$ cat src/rtl/fsbap_consts.svh
/*
 * Constants of the address-phase block: bus widths, bit positions, reset values.
 * Assumes inclusion by the package and the address-phase module only.
 */
`ifndef FSBAP_CONSTS_SVH
`define FSBAP_CONSTS_SVH

`define FSBAP_ADDR_MSB 35
`define FSBAP_ADDR_LSB 3
`define FSBAP_PHYS_BITS 36
`define FSBAP_REQ_BITS 5
`define FSBAP_MASK_BIT 20
`define FSBAP_PAR_SPLIT 24
`define FSBAP_CFG_BITS 8
`define FSBAP_CFG_RESET 8'h00
`define FSBAP_SYNC_STAGES 2

`endif

$ cat src/rtl/fsbap_pkg.sv
/*
 * Types shared by the address-phase block.
 * Assumes the constants header sits beside it in rtl/.
 */
`include "fsbap_consts.svh"

package fsbap_pkg;

    typedef logic [`FSBAP_ADDR_MSB:`FSBAP_ADDR_LSB] fsbap_addr_type;

    // one request as handed in by the core or captured from the bus
    typedef struct packed {
        fsbap_addr_type addr;
        logic [`FSBAP_REQ_BITS-1:0] req;
    } fsbap_req_type;

    // pins driven during an address phase
    typedef struct packed {
        fsbap_addr_type addr;
        logic [`FSBAP_REQ_BITS-1:0] req;
        logic [1:0] parity;
        logic valid_strobe;
        logic [1:0] strobes;
    } fsbap_pins_type;

    typedef enum logic [3:0] {
        FSBAP_IDLE = 4'h1,
        FSBAP_SUB1 = 4'h2,
        FSBAP_SUB2 = 4'h4,
        FSBAP_DONE = 4'h8
    } fsbap_state_type;

endpackage : fsbap_pkg

$ cat src/rtl/fsbap_address_phase.sv
/*
 * Address-phase logic of a front side bus agent: drives and receives the
 * address lines, valid strobe, source-synchronous strobes and parity, and
 * applies the bit-20 mask. Pins are active high here; any active-low pad
 * inversion lives outside. Inputs from pins are async to core_clk.
 * Limitations: subphase two reuses the subphase one parity grouping, and
 * only strobe bit 0 is watched on receive.
 */
`timescale 1ns/1ps
`include "fsbap_consts.svh"

// Behaviour
// - address in subphase 1, request type in subphase 2 on address lines
// - address lines span bits 35 to 3, a 36-bit physical space
// - two parity bits cover address lines; generated on send, checked on receive
// - received address captured by the address strobes, not the bus clock; here sampled on core_clk at a detected synchronised strobe edge
// - at reset release, sample address lines into power-on configuration
// - mask forces address bit 20 low before lookup and bus drive
// - mask honoured only in real mode
// - requester asserts valid strobe when address and request lines are valid
// - valid strobe starts parity check and decode of the new transaction
// - parity bit high when even count of covered signals low
module fsbap_address_phase
    import fsbap_pkg::*;
#(
    parameter int CFG_LSB = `FSBAP_ADDR_LSB
) (
    input wire logic core_clk,
    input wire logic nrst,
    // core request side
    input wire logic core_req_valid,
    input wire fsbap_req_type core_req,
    output logic core_req_ready,
    input wire logic real_mode,
    output fsbap_addr_type lookup_addr,
    // bus pins
    input wire logic addr_bit20_mask,
    input wire fsbap_pins_type bus_in,
    output fsbap_pins_type bus_out,
    output logic bus_oe,
    // received transaction and power-on straps
    output logic rx_valid,
    output fsbap_req_type rx_req,
    output logic rx_parity_err,
    output logic [`FSBAP_CFG_BITS-1:0] power_on_cfg
);

    // parity: high when an even number of covered signals are low
    function automatic logic [1:0] par_of(input fsbap_addr_type a,
                                          input logic [`FSBAP_REQ_BITS-1:0] r);
        logic hi;
        logic lo;
        hi = ~^(~a[`FSBAP_ADDR_MSB:`FSBAP_PAR_SPLIT]);
        lo = ~^({~a[`FSBAP_PAR_SPLIT-1:`FSBAP_ADDR_LSB], ~r});
        par_of = {lo, hi};
    endfunction : par_of

    // pin synchroniser without reset, so straps on the address lines
    // reach the second stage while reset is still held
    fsbap_pins_type pin_s1_q;
    fsbap_pins_type pin_s2_q;
    always_ff @(posedge core_clk) begin
        pin_s1_q <= bus_in;
        pin_s2_q <= pin_s1_q;
    end

    // mask synchroniser; cleared so no stale mask acts after reset
    logic mask_s1_q;
    logic mask_s2_q;
    always_ff @(posedge core_clk) begin
        if (!nrst) begin
            mask_s1_q <= 1'b0;
            mask_s2_q <= 1'b0;
        end else begin
            mask_s1_q <= addr_bit20_mask;
            mask_s2_q <= mask_s1_q;
        end
    end

    // masked address feeds both cache lookup and bus drive
    fsbap_addr_type masked_addr;
    always_comb begin
        masked_addr = core_req.addr;
        if (mask_s2_q && real_mode) begin
            masked_addr[`FSBAP_MASK_BIT] = 1'b0;
        end
    end
    assign lookup_addr = masked_addr;

    // transmit sequencer: one state per subphase, between idle and a gap state
    fsbap_state_type state_q;
    fsbap_req_type held_q;
    always_ff @(posedge core_clk) begin
        if (!nrst) begin
            state_q <= FSBAP_IDLE;
            held_q <= '0;
        end else begin
            case (state_q)
                FSBAP_IDLE: begin
                    if (core_req_valid) begin
                        held_q <= '{addr: masked_addr, req: core_req.req};
                        state_q <= FSBAP_SUB1;
                    end
                end
                FSBAP_SUB1: state_q <= FSBAP_SUB2;
                FSBAP_SUB2: state_q <= FSBAP_DONE;
                FSBAP_DONE: state_q <= FSBAP_IDLE; // gap keeps strobes clean
                default: state_q <= FSBAP_IDLE;
            endcase
        end
    end
    // ready only in idle; a request held through busy cycles simply waits
    assign core_req_ready = (state_q == FSBAP_IDLE);

    // pin drive, registered; type info rides the low bits in subphase 2
    always_ff @(posedge core_clk) begin
        if (!nrst) begin
            bus_out <= '0;
            bus_oe <= 1'b0;
        end else begin
            bus_oe <= (state_q == FSBAP_SUB1) || (state_q == FSBAP_SUB2);
            bus_out <= '0;
            if (state_q == FSBAP_SUB1) begin
                bus_out.addr <= held_q.addr;
                bus_out.req <= held_q.req;
                bus_out.parity <= par_of(held_q.addr, held_q.req);
                bus_out.valid_strobe <= 1'b1;
                bus_out.strobes <= 2'h3; // rising edge, first transfer
            end else if (state_q == FSBAP_SUB2) begin
                bus_out.addr <= fsbap_addr_type'(held_q.req);
                bus_out.req <= held_q.req;
                bus_out.parity <= par_of(fsbap_addr_type'(held_q.req), held_q.req);
                bus_out.strobes <= 2'h0; // falling edge, second transfer
            end
        end
    end

    // receive: strobe and valid edges found on the synchronised copies
    logic strb_prev_q;
    logic vs_prev_q;
    logic strb_rise;
    logic strb_fall;
    logic vs_fall;
    logic rx_take;
    assign strb_rise = pin_s2_q.strobes[0] && !strb_prev_q;
    assign strb_fall = !pin_s2_q.strobes[0] && strb_prev_q;
    assign vs_fall = !pin_s2_q.valid_strobe && vs_prev_q;
    // own drive would echo back through the pads, so receive only when released
    assign rx_take = strb_rise && pin_s2_q.valid_strobe && !bus_oe;

    // previous levels, reset to the idle level so no false edge follows reset
    always_ff @(posedge core_clk) begin
        if (!nrst) begin
            strb_prev_q <= 1'b0;
            vs_prev_q <= 1'b0;
        end else begin
            strb_prev_q <= pin_s2_q.strobes[0];
            vs_prev_q <= pin_s2_q.valid_strobe;
        end
    end

    // subphase tracking; a frame cut before its second edge is dropped,
    // else a stale first half would pair with a later falling edge
    logic sub1_seen_q;
    always_ff @(posedge core_clk) begin
        if (!nrst) begin
            sub1_seen_q <= 1'b0;
        end else if (rx_take) begin
            sub1_seen_q <= 1'b1;
        end else if (strb_fall || vs_fall) begin
            sub1_seen_q <= 1'b0;
        end
    end

    // captured request: address on the rising edge, type on the falling one
    always_ff @(posedge core_clk) begin
        if (!nrst) begin
            rx_req <= '0;
        end else if (rx_take) begin
            rx_req.addr <= pin_s2_q.addr;
        end else if (strb_fall && sub1_seen_q) begin
            rx_req.req <= pin_s2_q.addr[`FSBAP_ADDR_LSB+`FSBAP_REQ_BITS-1:
                                         `FSBAP_ADDR_LSB];
        end
    end

    // completion pulse, one cycle per full two-edge phase
    always_ff @(posedge core_clk) begin
        if (!nrst) begin
            rx_valid <= 1'b0;
        end else begin
            rx_valid <= strb_fall && sub1_seen_q;
        end
    end

    // parity checked on the first transfer, where the address is covered
    always_ff @(posedge core_clk) begin
        if (!nrst) begin
            rx_parity_err <= 1'b0;
        end else begin
            rx_parity_err <= rx_take
                && (pin_s2_q.parity != par_of(pin_s2_q.addr, pin_s2_q.req));
        end
    end

    // power-on straps taken from the synchronised lines at the first edge
    // after reset release; the system holds them steady through reset
    logic in_reset_q;
    always_ff @(posedge core_clk) begin
        if (!nrst) begin
            in_reset_q <= 1'b1;
            power_on_cfg <= `FSBAP_CFG_RESET;
        end else begin
            in_reset_q <= 1'b0;
            if (in_reset_q) begin
                power_on_cfg <= pin_s2_q.addr[CFG_LSB +: `FSBAP_CFG_BITS];
            end
        end
    end

endmodule : fsbap_address_phase

$ cat config.mk
export PLATFORM = sky130hd
export DESIGN_NAME = fsbap_address_phase
export DESIGN_NICKNAME = d
export VERILOG_FILES = /design/src/rtl/fsbap_pkg.sv /design/src/rtl/fsbap_address_phase.sv
export VERILOG_INCLUDE_DIRS = /design/src /design/src/rtl
export SDC_FILE = /design/constraint.sdc
export NUM_CORES = 1
export LEC_CHECK = 0
export CORE_MARGIN = 2
export CORE_UTILIZATION = 55
export CTS_CLUSTER_DIAMETER = 120
export DETAILED_ROUTE_END_ITERATION = 8
export DONT_BUFFER_PORTS = 1
export GPL_ROUTABILITY_DRIVEN = 0
export PLACE_DENSITY = 0.8
export SYNTH_ARGS = -nofsm -noshare
export SYNTH_HDL_FRONTEND = slang
export SYNTH_SLANG_ARGS = --single-unit
$ cat constraint.sdc
create_clock -name core_clk -period 2.3 [get_ports core_clk]
set_input_delay 0.345 -clock core_clk [delete_from_list [all_inputs] [get_ports core_clk]]
set_output_delay 0.345 -clock core_clk [all_outputs]
set_load 0.02 [all_outputs]
==> results of run 1 <==
## sequential cells by signal, summed over array words and instances, names as in the netlist
signal,flops
bus_oe,1
bus_out,41
held_q,38
in_reset_q,1
mask_s1_q,1
mask_s2_q,1
pin_s1_q,42
pin_s2_q,42
power_on_cfg,8
rx_parity_err,1
rx_req,38
rx_valid,1
state_q,4
strb_prev_q,1
sub1_seen_q,1
vs_prev_q,1
## layer usage
| metal | global-route usage [%] | routed length (microns) | up-vias |
|---|---|---|---|
| met5 | 0 | 0 | - |
| met4 | 6.51 | 331 | 0 |
| met3 | 8.25 | 1420 | 36 |
| met2 | 41.4 | 8090 | 185 |
| met1 | 20.6 | 5250 | 2092 |
| li1 | - | - | 2149 |
## logic make-up after synthesis
group,count (synthesis),synth area share (%)
DFF,222,63.7
and+or+nand+nor,207,12.9
AOI/OAI and AO/OA,83,6.49
xor gates and xnor gates,70,9.58
buffers and inverters,67,5.50
muxes,13,1.86
## cell type report
| type | instances | area share, % |
|---|---|---|
| multi-input combinational | 373 | 25.8 |
| timing repair buffer | 83 | 9.85 |
| sequential | 222 | 53.3 |
| clock buffer | 29 | 7.28 |
| tap | 172 | 2.58 |
| clock inverter | 8 | 0.976 |
| antenna | 1 | 0.0300 |
| inverter | 4 | 0.180 |
## how the worst min path moves through the flow
stage / cells after the start / slack (ns) / startpoint / to
5_1_grt: 2 / 0.002 / core_req[14] / held_q[14]
6_report: 2 / 0.01 / core_req[14] / held_q[14]
4_1_cts: 2 / 0.001 / core_req[27] / held_q[27]
3_5_place_dp: 0 / 0.31 / pin_s1_q[15] / pin_s2_q[15]
2_1_floorplan: 0 / 0.31 / pin_s1_q[0] / pin_s2_q[0]
3_3_place_gp: 0 / 0.31 / pin_s1_q[31] / pin_s2_q[31]
## report_power, final
part	leakage [nW]	switching (W)	internal [W]
clock	0.334	0.00139	0.00197
sequential	1.83	0.000172	0.00402
combinational	1.12	0.000320	0.000423
total	3.29	0.00189	0.00641
## stage by stage
step,hold WS (ns),cells
floorplan,0.310,662
global placement,0.310,780
detailed placement,0.312,780
CTS,0.00144,891
global route,0.00184,892
finish,0.0135,892
## placed cells by master (no fill, tap or decap), types with 2 or more instances in the layout
master,synthesis,layout
dlygate4sd3_1,0,74
and2_1,38,38
xnor3_1,4,4
inv_1,3,3
a22o_1,5,5
nand2_1,143,143
clkbuf_8,0,3
clkinvlp_4,0,2
clkbuf_1,25,4
xor2_1,8,8
mux2i_1,13,13
clkinv_2,0,4
a21o_1,2,2
xnor2_1,58,58
nand2b_1,2,2
dfxtp_1,222,222
nor2_1,18,18
buf_4,34,8
a21oi_1,73,73
clkbuf_16,0,22
## repair_timing
action	CTS	global route
endpoints found under the setup margin	0	0
endpoints found under the hold margin	76	0
hold buffers	74	0
==> flow_metrics.tcl, run 1 <==
set metrics [dict create \
    outcome "finished, final reports clean" \
    num_vias 4462 \
    cp_num_buf_inv 1 \
    pin_count_of_the_biggest_net_entering_global_routing 90 \
    netlist.top_cell.by_area "dfxtp_1" \
    syn-mean-instance-area_sq_um 10.5 \
    synth_top_area_share_pct 63.7 \
    grt_first_pass_wirelength_mm 22.5 \
    grt_antenna_before_repair 1 \
    critical_path.startpoint_type "flip-flop" \
    cts.htree.levels 1 \
    setup-tns-final_ns 0 \
    criticalPathCategory "flip-flop to flip-flop" \
    worst_path_max_delay_cell "and4_1" \
    tritoncts_num_sinks 222 \
    max_freq_ghz 0.483 \
    worst_case_reg_to_reg_path_depth 4 \
    timing.critical_path.max_delay_family "simple AND/OR/NAND/NOR gates" \
    postCtsSetupRepairBufs 0 \
    setup-violations-final 0 \
    detail_route.iter0.violations 153 \
    rsz_0062_raised_after_global_routing "no" \
    mapped_area_sq_um 6980 \
    area_occupied_by_multi_input_gates_sq_um 2150 \
    die_w_microns 117 \
    initial_core_util_pct 55.7 \
    critical_path.startpoint "bus_oe" \
    grt.total_usage_pct 21.3 \
    finalWorstPathRequiredPeriod_ns 2.07 \
    core.rowCount 41 \
    syn_nets 748 \
    final-hold-violation-count 0 \
    drt_pre_antenna_iters 4 \
    cp_cell_sequence "inv_1 > and4_1 > nand2_1 > a21oi_1" \
    finish.net_count 792 \
    layout.cell_area.non_filler_sq_um 8340 \
    filler_cell_count 938 \
    total_power_w 0.00830 \
    worst_setup_path_endpoint "rx_req[30]" \
    tightestPinTransition_ns 1.24 \
    post_dr_vias_cell 5.00 \
    drc 0 \
    area_of_the_placeable_core_sq_um 12500 \
    synth_seq_cells 222 \
    setup_slack_reg_to_reg_ns 0.23 \
    detail-route-antenna-nets 0 \
    grt_pass1_vias 4553 \
    reg2reg_to "rx_req[30]" \
    yosysWarnings 0 \
    route.final.wire_length_mm 15.1 \
    clk_pin_slew_worst_paths_ns 0.06 \
    worst-path-max-fanout 33 \
    ys_top_cells_by_area "dfxtp_1 (64%), nand2_1 (7.7%), xnor2_1 (7.3%), a21oi_1 (5.2%), buf_4 (3.7%)" \
    drive_gt1_share_pct 6.26 \
    clkLatencyLatePin_ns 0.50 \
    areaGrowthSynthToFinish_pct 19.5 \
    dpl-instance-area_sq_um 6900 \
    max_cap_viol 0 \
    hold_path.class "input pin to flip-flop" \
    die_h_microns 117 \
    io_pins 212 \
    wp_depth 4 \
    timing_max_transition_violations_final 0 \
    worst_skew_ns 0.0169 \
    tritoncts "yes" \
    slowest_delay_ns 1.05 \
    ys_seq_area_share_pct 63.7 \
    dp_slack_ns 0.309 \
    post_synthesis_cell_count 662 \
    irDropWorstVdd_mv 0.759 \
    maxSlewHeadroom_pct 17.1 \
    synth-edff-count 0 \
    layout.core_utilization_pct 66.6 \
    finalCritPeriodShare_pct 90.0 \
    numCtsBuffers 22 \
    wl_per_cell_microns 16.9 \
    reg2reg_from "bus_oe" \
    netlist-cell-type-count 26 \
    design.die.area_sq_um 13600 \
    synth_top_cells_by_count "dfxtp_1 (222), nand2_1 (143), a21oi_1 (73)" \
    finalWorstSetupSlack_ns 0.229 \
    power_density_nw_per_um2 995 \
    synth_ff_type "dfxtp_1" \
    critical_path_rt_ns 2.71 \
    clk_path_buf_depth 3 \
    global_route_overflow 0 \
    port-buffer-count 0 \
    leakage_power_summed_over_all_cells_nw 3.29 \
    cp_arrival_ns 2.48 \
    crit_path_end_kind "flip-flop" \
    dpl.hpwl_mm 9.09 \
    sequential_cell_area_sq_um 4440 \
    yosysMostFrequentCell "dfxtp_1" \
    ys_async_sr_fraction_pct 0 \
    clock_root_buffer "clkbuf_16" \
    cells_resized_by_post_cts_repair 0 \
]
No activity file was read; power rests on OpenSTA's default activity.
==> inputs of run 2 (changes only) <==
clock period = 2.2 ns   (was 2.3 ns; I/O delays follow)
==> run 2 against run 1 <==
- setup slack got worse by 0.12 ns
- register-to-register slack improved by 0.05 ns
- power increased by 4.2%
- cell count increased by 0.90%
- count of clock-buffer cells in the layout unchanged
==> flow_metrics.tcl, run 2 (synthesis results as in run 1) <==
set metrics [dict create \
    postCtsSetupRepairBufs 0 \
    clock_root_buffer "clkbuf_16" \
    timing.hold.worst.start "nrst" \
    irDropWorstVdd_mv 0.910 \
    worst_path_max_delay_cell "nor4b_1" \
    clk_path_buf_depth 3 \
    die_w_microns 117 \
    clk_pin_slew_worst_paths_ns 0.06 \
    drc 0 \
    reg2reg_to "held_q[34]" \
    timing_max_transition_violations_final 0 \
    numCtsBuffers 22 \
    detail_route.iter0.violations 218 \
    power_density_nw_per_um2 1030 \
    tritoncts_num_sinks 222 \
    slowest_delay_ns 0.67 \
    area_of_the_placeable_core_sq_um 12500 \
    tritoncts "yes" \
    detail-route-antenna-nets 0 \
    criticalPathCategory "flip-flop to output port" \
    tightestPinTransition_ns 1.01 \
    global_route_overflow 0 \
    critical_path.startpoint_type "flip-flop" \
    pin_count_of_the_biggest_net_entering_global_routing 90 \
    area_occupied_by_multi_input_gates_sq_um 2150 \
    drive_gt1_share_pct 6.46 \
    timing.critical_path.max_delay_family "simple AND/OR/NAND/NOR gates" \
    finish.net_count 799 \
    grt.total_usage_pct 22.5 \
    sequential_cell_area_sq_um 4440 \
    die_h_microns 117 \
    areaGrowthSynthToFinish_pct 20.3 \
    worst_case_reg_to_reg_path_depth 5 \
    total_power_w 0.00864 \
    worst-path-max-fanout 3 \
    finalCritPeriodShare_pct 95.0 \
    initial_core_util_pct 55.7 \
    cp_num_buf_inv 1 \
    reg_top3 "pin_s1_q x42, pin_s2_q x42, bus_out x41" \
    design.die.area_sq_um 13600 \
    grt_pass1_vias 4718 \
    max_cap_viol 0 \
    layout_common_cells "dfxtp_1 (222), nand2_1 (143), dlygate4sd3_1 (81), a21oi_1 (73), xnor2_1 (58)" \
    setup_slack_reg_to_reg_ns 0.28 \
    setup-violations-final 0 \
    route.final.wire_length_mm 15.8 \
    grt_antenna_before_repair 1 \
    post_dr_vias_cell 5.08 \
    outcome "finished, final reports clean" \
    wl_per_cell_microns 17.6 \
    leakage_power_summed_over_all_cells_nw 3.31 \
    num_vias 4574 \
    clkLatencyLatePin_ns 0.50 \
    worst_hold_path.endpoint "bus_out[0]" \
    cp_arrival_ns 1.76 \
    filler_cell_count 907 \
    finalWorstPathRequiredPeriod_ns 2.09 \
    crit_path_end_kind "output port" \
    reg2reg_from "state_q[1]" \
    port-buffer-count 0 \
    final-hold-violation-count 0 \
    max_freq_ghz 0.479 \
    io_pins 212 \
    rsz_0062_raised_after_global_routing "no" \
    core.rowCount 41 \
    drt_pre_antenna_iters 4 \
    grt_first_pass_wirelength_mm 23.7 \
    hold_path.class "input pin to flip-flop" \
    worst_skew_ns 0.0173 \
    dpl.hpwl_mm 9.01 \
    maxSlewHeadroom_pct 32.8 \
    cp_cell_sequence "nor4b_1 > buf_4" \
    cts.htree.levels 1 \
    final_common_cell "dfxtp_1" \
    setup-tns-final_ns 0 \
    critical_path_rt_ns 1.87 \
    min_delay_path_depth 3 \
]
-- run 2: changes by cell type in the layout (fill, tap and decap cells not counted) --
cell	change
and4_2	+1
inv_8	+1
dlygate4sd3_1	+7
clkinv_2	+1
bufinv_16	-1
and4_1	-1
-- run 2: cell type report --
cell class | count | area share [%]
sequential | 222 | 53.0
clock buffer | 29 | 7.23
clock inverter | 9 | 0.805
inverter | 4 | 0.179
antenna | 1 | 0.0298
multi-input combinational | 373 | 25.6
tap | 172 | 2.56
timing repair buffer | 90 | 10.6
-- run 2: worst max-delay path by stage --
stage	from	end	depth (start not counted)
final	state_q[1]	core_req_ready	2
after global routing	state_q[3]	core_req_ready	2
after CTS	state_q[1]	core_req_ready	2
after detailed placement	bus_oe	rx_req[21]	4
after global placement	bus_oe	rx_req[8]	4
after floorplan	state_q[3]	held_q[27]	6
-- run 2: per-layer routing --
metal	global-route usage, %	up-vias	wire (microns)
met4	6.43	0	359
met3	7.73	34	1420
met2	43.2	205	8350
met1	22.9	2165	5670
li1	-	2170	-
met5	0	-	0
-- run 2: what timing repair did --
| action | CTS | global route |
|---|---|---|
| gates resized for setup | 0 | 1 |
| hold buffers | 81 | 0 |
| endpoints found under the hold margin | 83 | 0 |
| endpoints found under the setup margin | 0 | 10 |
-- run 2: metrics by stage --
stage	instance area, sq um	worst slack, ns	util (%)	hold WS [ns]	instances
after floorplan	6980	0.125	-	0.310	662
after global placement	6900	0.263	55.2	0.310	780
after detailed placement	6900	0.140	55.2	0.312	780
after CTS	8390	0.0821	67.0	0.119	899
after global routing	8390	0.0120	67.1	0.143	900
final	8390	0.111	67.1	0.139	900
-- run 2: worst register-to-register path, cell delays in order (launching register included) --
cell,delay (ns)
dfxtp_1,0.32
nor4b_1,0.67
and2_1,0.25
buf_4,0.32
nand2_1,0.12
a21oi_1,0.15
-- run 2: power by group --
group          total [W]  internal [W]  switching, W
Clock            0.00347       0.00196       0.00151
Combinational   0.000792      0.000451      0.000341
Sequential       0.00439       0.00420      0.000184
Total            0.00864       0.00661       0.00203
==> inputs of run 3 (changes only) <==
--- a/config.mk
+++ b/config.mk
@@ -14,3 +14,3 @@
 export GPL_ROUTABILITY_DRIVEN = 0
-export PLACE_DENSITY = 0.8
+export PLACE_DENSITY = 0.83
 export SYNTH_ARGS = -nofsm -noshare
==> constraint.sdc (replaced) <==
create_clock -name core_clk -period 1.9 [get_ports core_clk]
set_input_delay 0.285 -clock core_clk [delete_from_list [all_inputs] [get_ports core_clk]]
set_output_delay 0.285 -clock core_clk [all_outputs]
set_load 0.01 [all_outputs]
==> run 3 against run 2 <==
- global-route usage grew 0.18 points
- critical path type is now flip-flop to flip-flop
- flip-flop and latch count stayed put
- die area is the same
- power rose by 13%
- clock skew decreased by 0.010 ns
- wire length is 1.0% higher
- combinational power up 16%
- highest routed layer unchanged
==> flow_metrics.tcl, run 3 (synthesis results as in run 1) <==
set metrics [dict create \
    grt.total_usage_pct 22.6 \
    io_pins 212 \
    cts.htree.levels 1 \
    worst_skew_ns 0.00717 \
    dpl.hpwl_mm 9.50 \
    pwr-share-comb_pct 9.4 \
    maxSlewHeadroom_pct 35.3 \
    layout.core_utilization_pct 66.8 \
    cells_resized_by_post_cts_repair 0 \
    cp_arrival_ns 2.14 \
    crit_path_end_kind "flip-flop" \
    share_seq_of_total_power_pct 51.5 \
    outcome "finished, final reports clean" \
    post_dr_vias_cell 5.14 \
    grt_first_pass_wirelength_mm 23.8 \
    detail-route-antenna-nets 0 \
    num_vias 4618 \
    max_cap_viol 0 \
    rsz_0062_raised_after_global_routing "no" \
    setup-tns-final_ns 0 \
    finish.net_count 799 \
    final-hold-violation-count 0 \
    setup-violations-final 0 \
    internal_power_w 0.00760 \
    die_h_microns 117 \
    die_w_microns 117 \
    total_power_w 0.00979 \
    areaGrowthSynthToFinish_pct 19.8 \
    grt_pass1_vias 4611 \
    criticalPathCategory "flip-flop to flip-flop" \
    worst-path-max-fanout 3 \
    tightestPinTransition_ns 0.970 \
    wl_per_cell_microns 17.8 \
    max_freq_ghz 0.565 \
    clk_pin_slew_worst_paths_ns 0.06 \
    netSwitchingFraction_pct 22.4 \
    area_of_the_placeable_core_sq_um 12500 \
    design.die.area_sq_um 13600 \
    leakage_power_summed_over_all_cells_nw 3.30 \
    power_density_nw_per_um2 1170 \
    cts_hold_buffers 80 \
    clk_path_buf_depth 3 \
    drt_pre_antenna_iters 5 \
    layout_common_cells "dfxtp_1 (222), nand2_1 (143), dlygate4sd3_1 (80), a21oi_1 (73), xnor2_1 (58)" \
    critical_path_rt_ns 2.27 \
    drive_gt1_share_pct 5.65 \
    tritoncts_num_sinks 222 \
    final_common_cell "dfxtp_1" \
    pin_count_of_the_biggest_net_entering_global_routing 90 \
    reg_top3 "pin_s1_q x42, pin_s2_q x42, bus_out x41" \
    critical_path.startpoint_type "flip-flop" \
    grt_antenna_before_repair 1 \
    clock_root_buffer "clkbuf_16" \
    postCtsSetupRepairBufs 0 \
    core.rowCount 41 \
    timing_max_transition_violations_final 0 \
    clock_power_share_pct 39.1 \
    finalCritPeriodShare_pct 93.1 \
    timing.hold.ws_ns 0.0481 \
    port-buffer-count 0 \
    detail_route.iter0.violations 289 \
    hold_path.class "input pin to flip-flop" \
    clkLatencyLatePin_ns 0.49 \
    switching_power_w 0.00219 \
    drc 0 \
    finalWorstPathRequiredPeriod_ns 1.77 \
    initial_core_util_pct 55.7 \
    global_route_overflow 0 \
    numCtsBuffers 21 \
    irDropWorstVdd_mv 1.16 \
    tritoncts "yes" \
    route.final.wire_length_mm 16.0 \
]
-- run 3: path summary, 6_finish.rpt --
kind	start	endpoint	slack, ns	cells past startpoint
worst max-delay path	held_q[19]	bus_out[4]	0.13	5
worst min-delay path	core_req[20]	held_q[20]	0.05	2
worst max register to register	held_q[19]	bus_out[4]	0.13	5
worst min register to register	pin_s1_q[11]	pin_s2_q[11]	0.33	0
-- run 3: power by group through the flow --
stage                     clock network (W)  registers [W]  logic, W
after CTS                           0.00386        0.00503  0.000916
after detailed placement                  0        0.00513  0.000778
after floorplan                           0        0.00508  0.000724
after global placement                    0        0.00512  0.000762
after global routing                0.00408        0.00506   0.00100
final                               0.00383        0.00504  0.000920
-- run 3: per-layer routing --
metal	share of wire, %	vias up	global-route usage, %	wire, microns
li1	-	2166	-	-
met1	34	2162	22.5	5440
met2	53	241	43.5	8450
met3	9.7	49	8.10	1560
met4	3.2	0	7.53	517
met5	0	-	0	0
-- run 3: layout make-up --
class / count / area [sq um]
fill: 869 / 4150
sequential: 222 / 4440
timing repair buffer: 91 / 908
tap: 172 / 215
multi-input combinational: 373 / 2150
inverter: 4 / 15.0
clock buffer: 34 / 614
antenna: 1 / 2.50
clock inverter: 2 / 13.8
-- run 3: metrics by stage --
stage                     std cells  setup WS, ns  cell area (sq um)
after floorplan                 662         0.150               6980
after global placement          782         0.153               6930
after detailed placement        782         0.116               6930
after CTS                       898         0.105               8360
after global routing            899        0.0200               8360
final                           899         0.132               8360
-- run 3: critical path, stage by stage, from the launching register on --
cell and delay (ns):
dfxtp_1 0.41, xnor2_1 0.16, xnor2_1 0.15, xnor3_1 0.40, xnor3_1 0.35, a21o_1 0.19
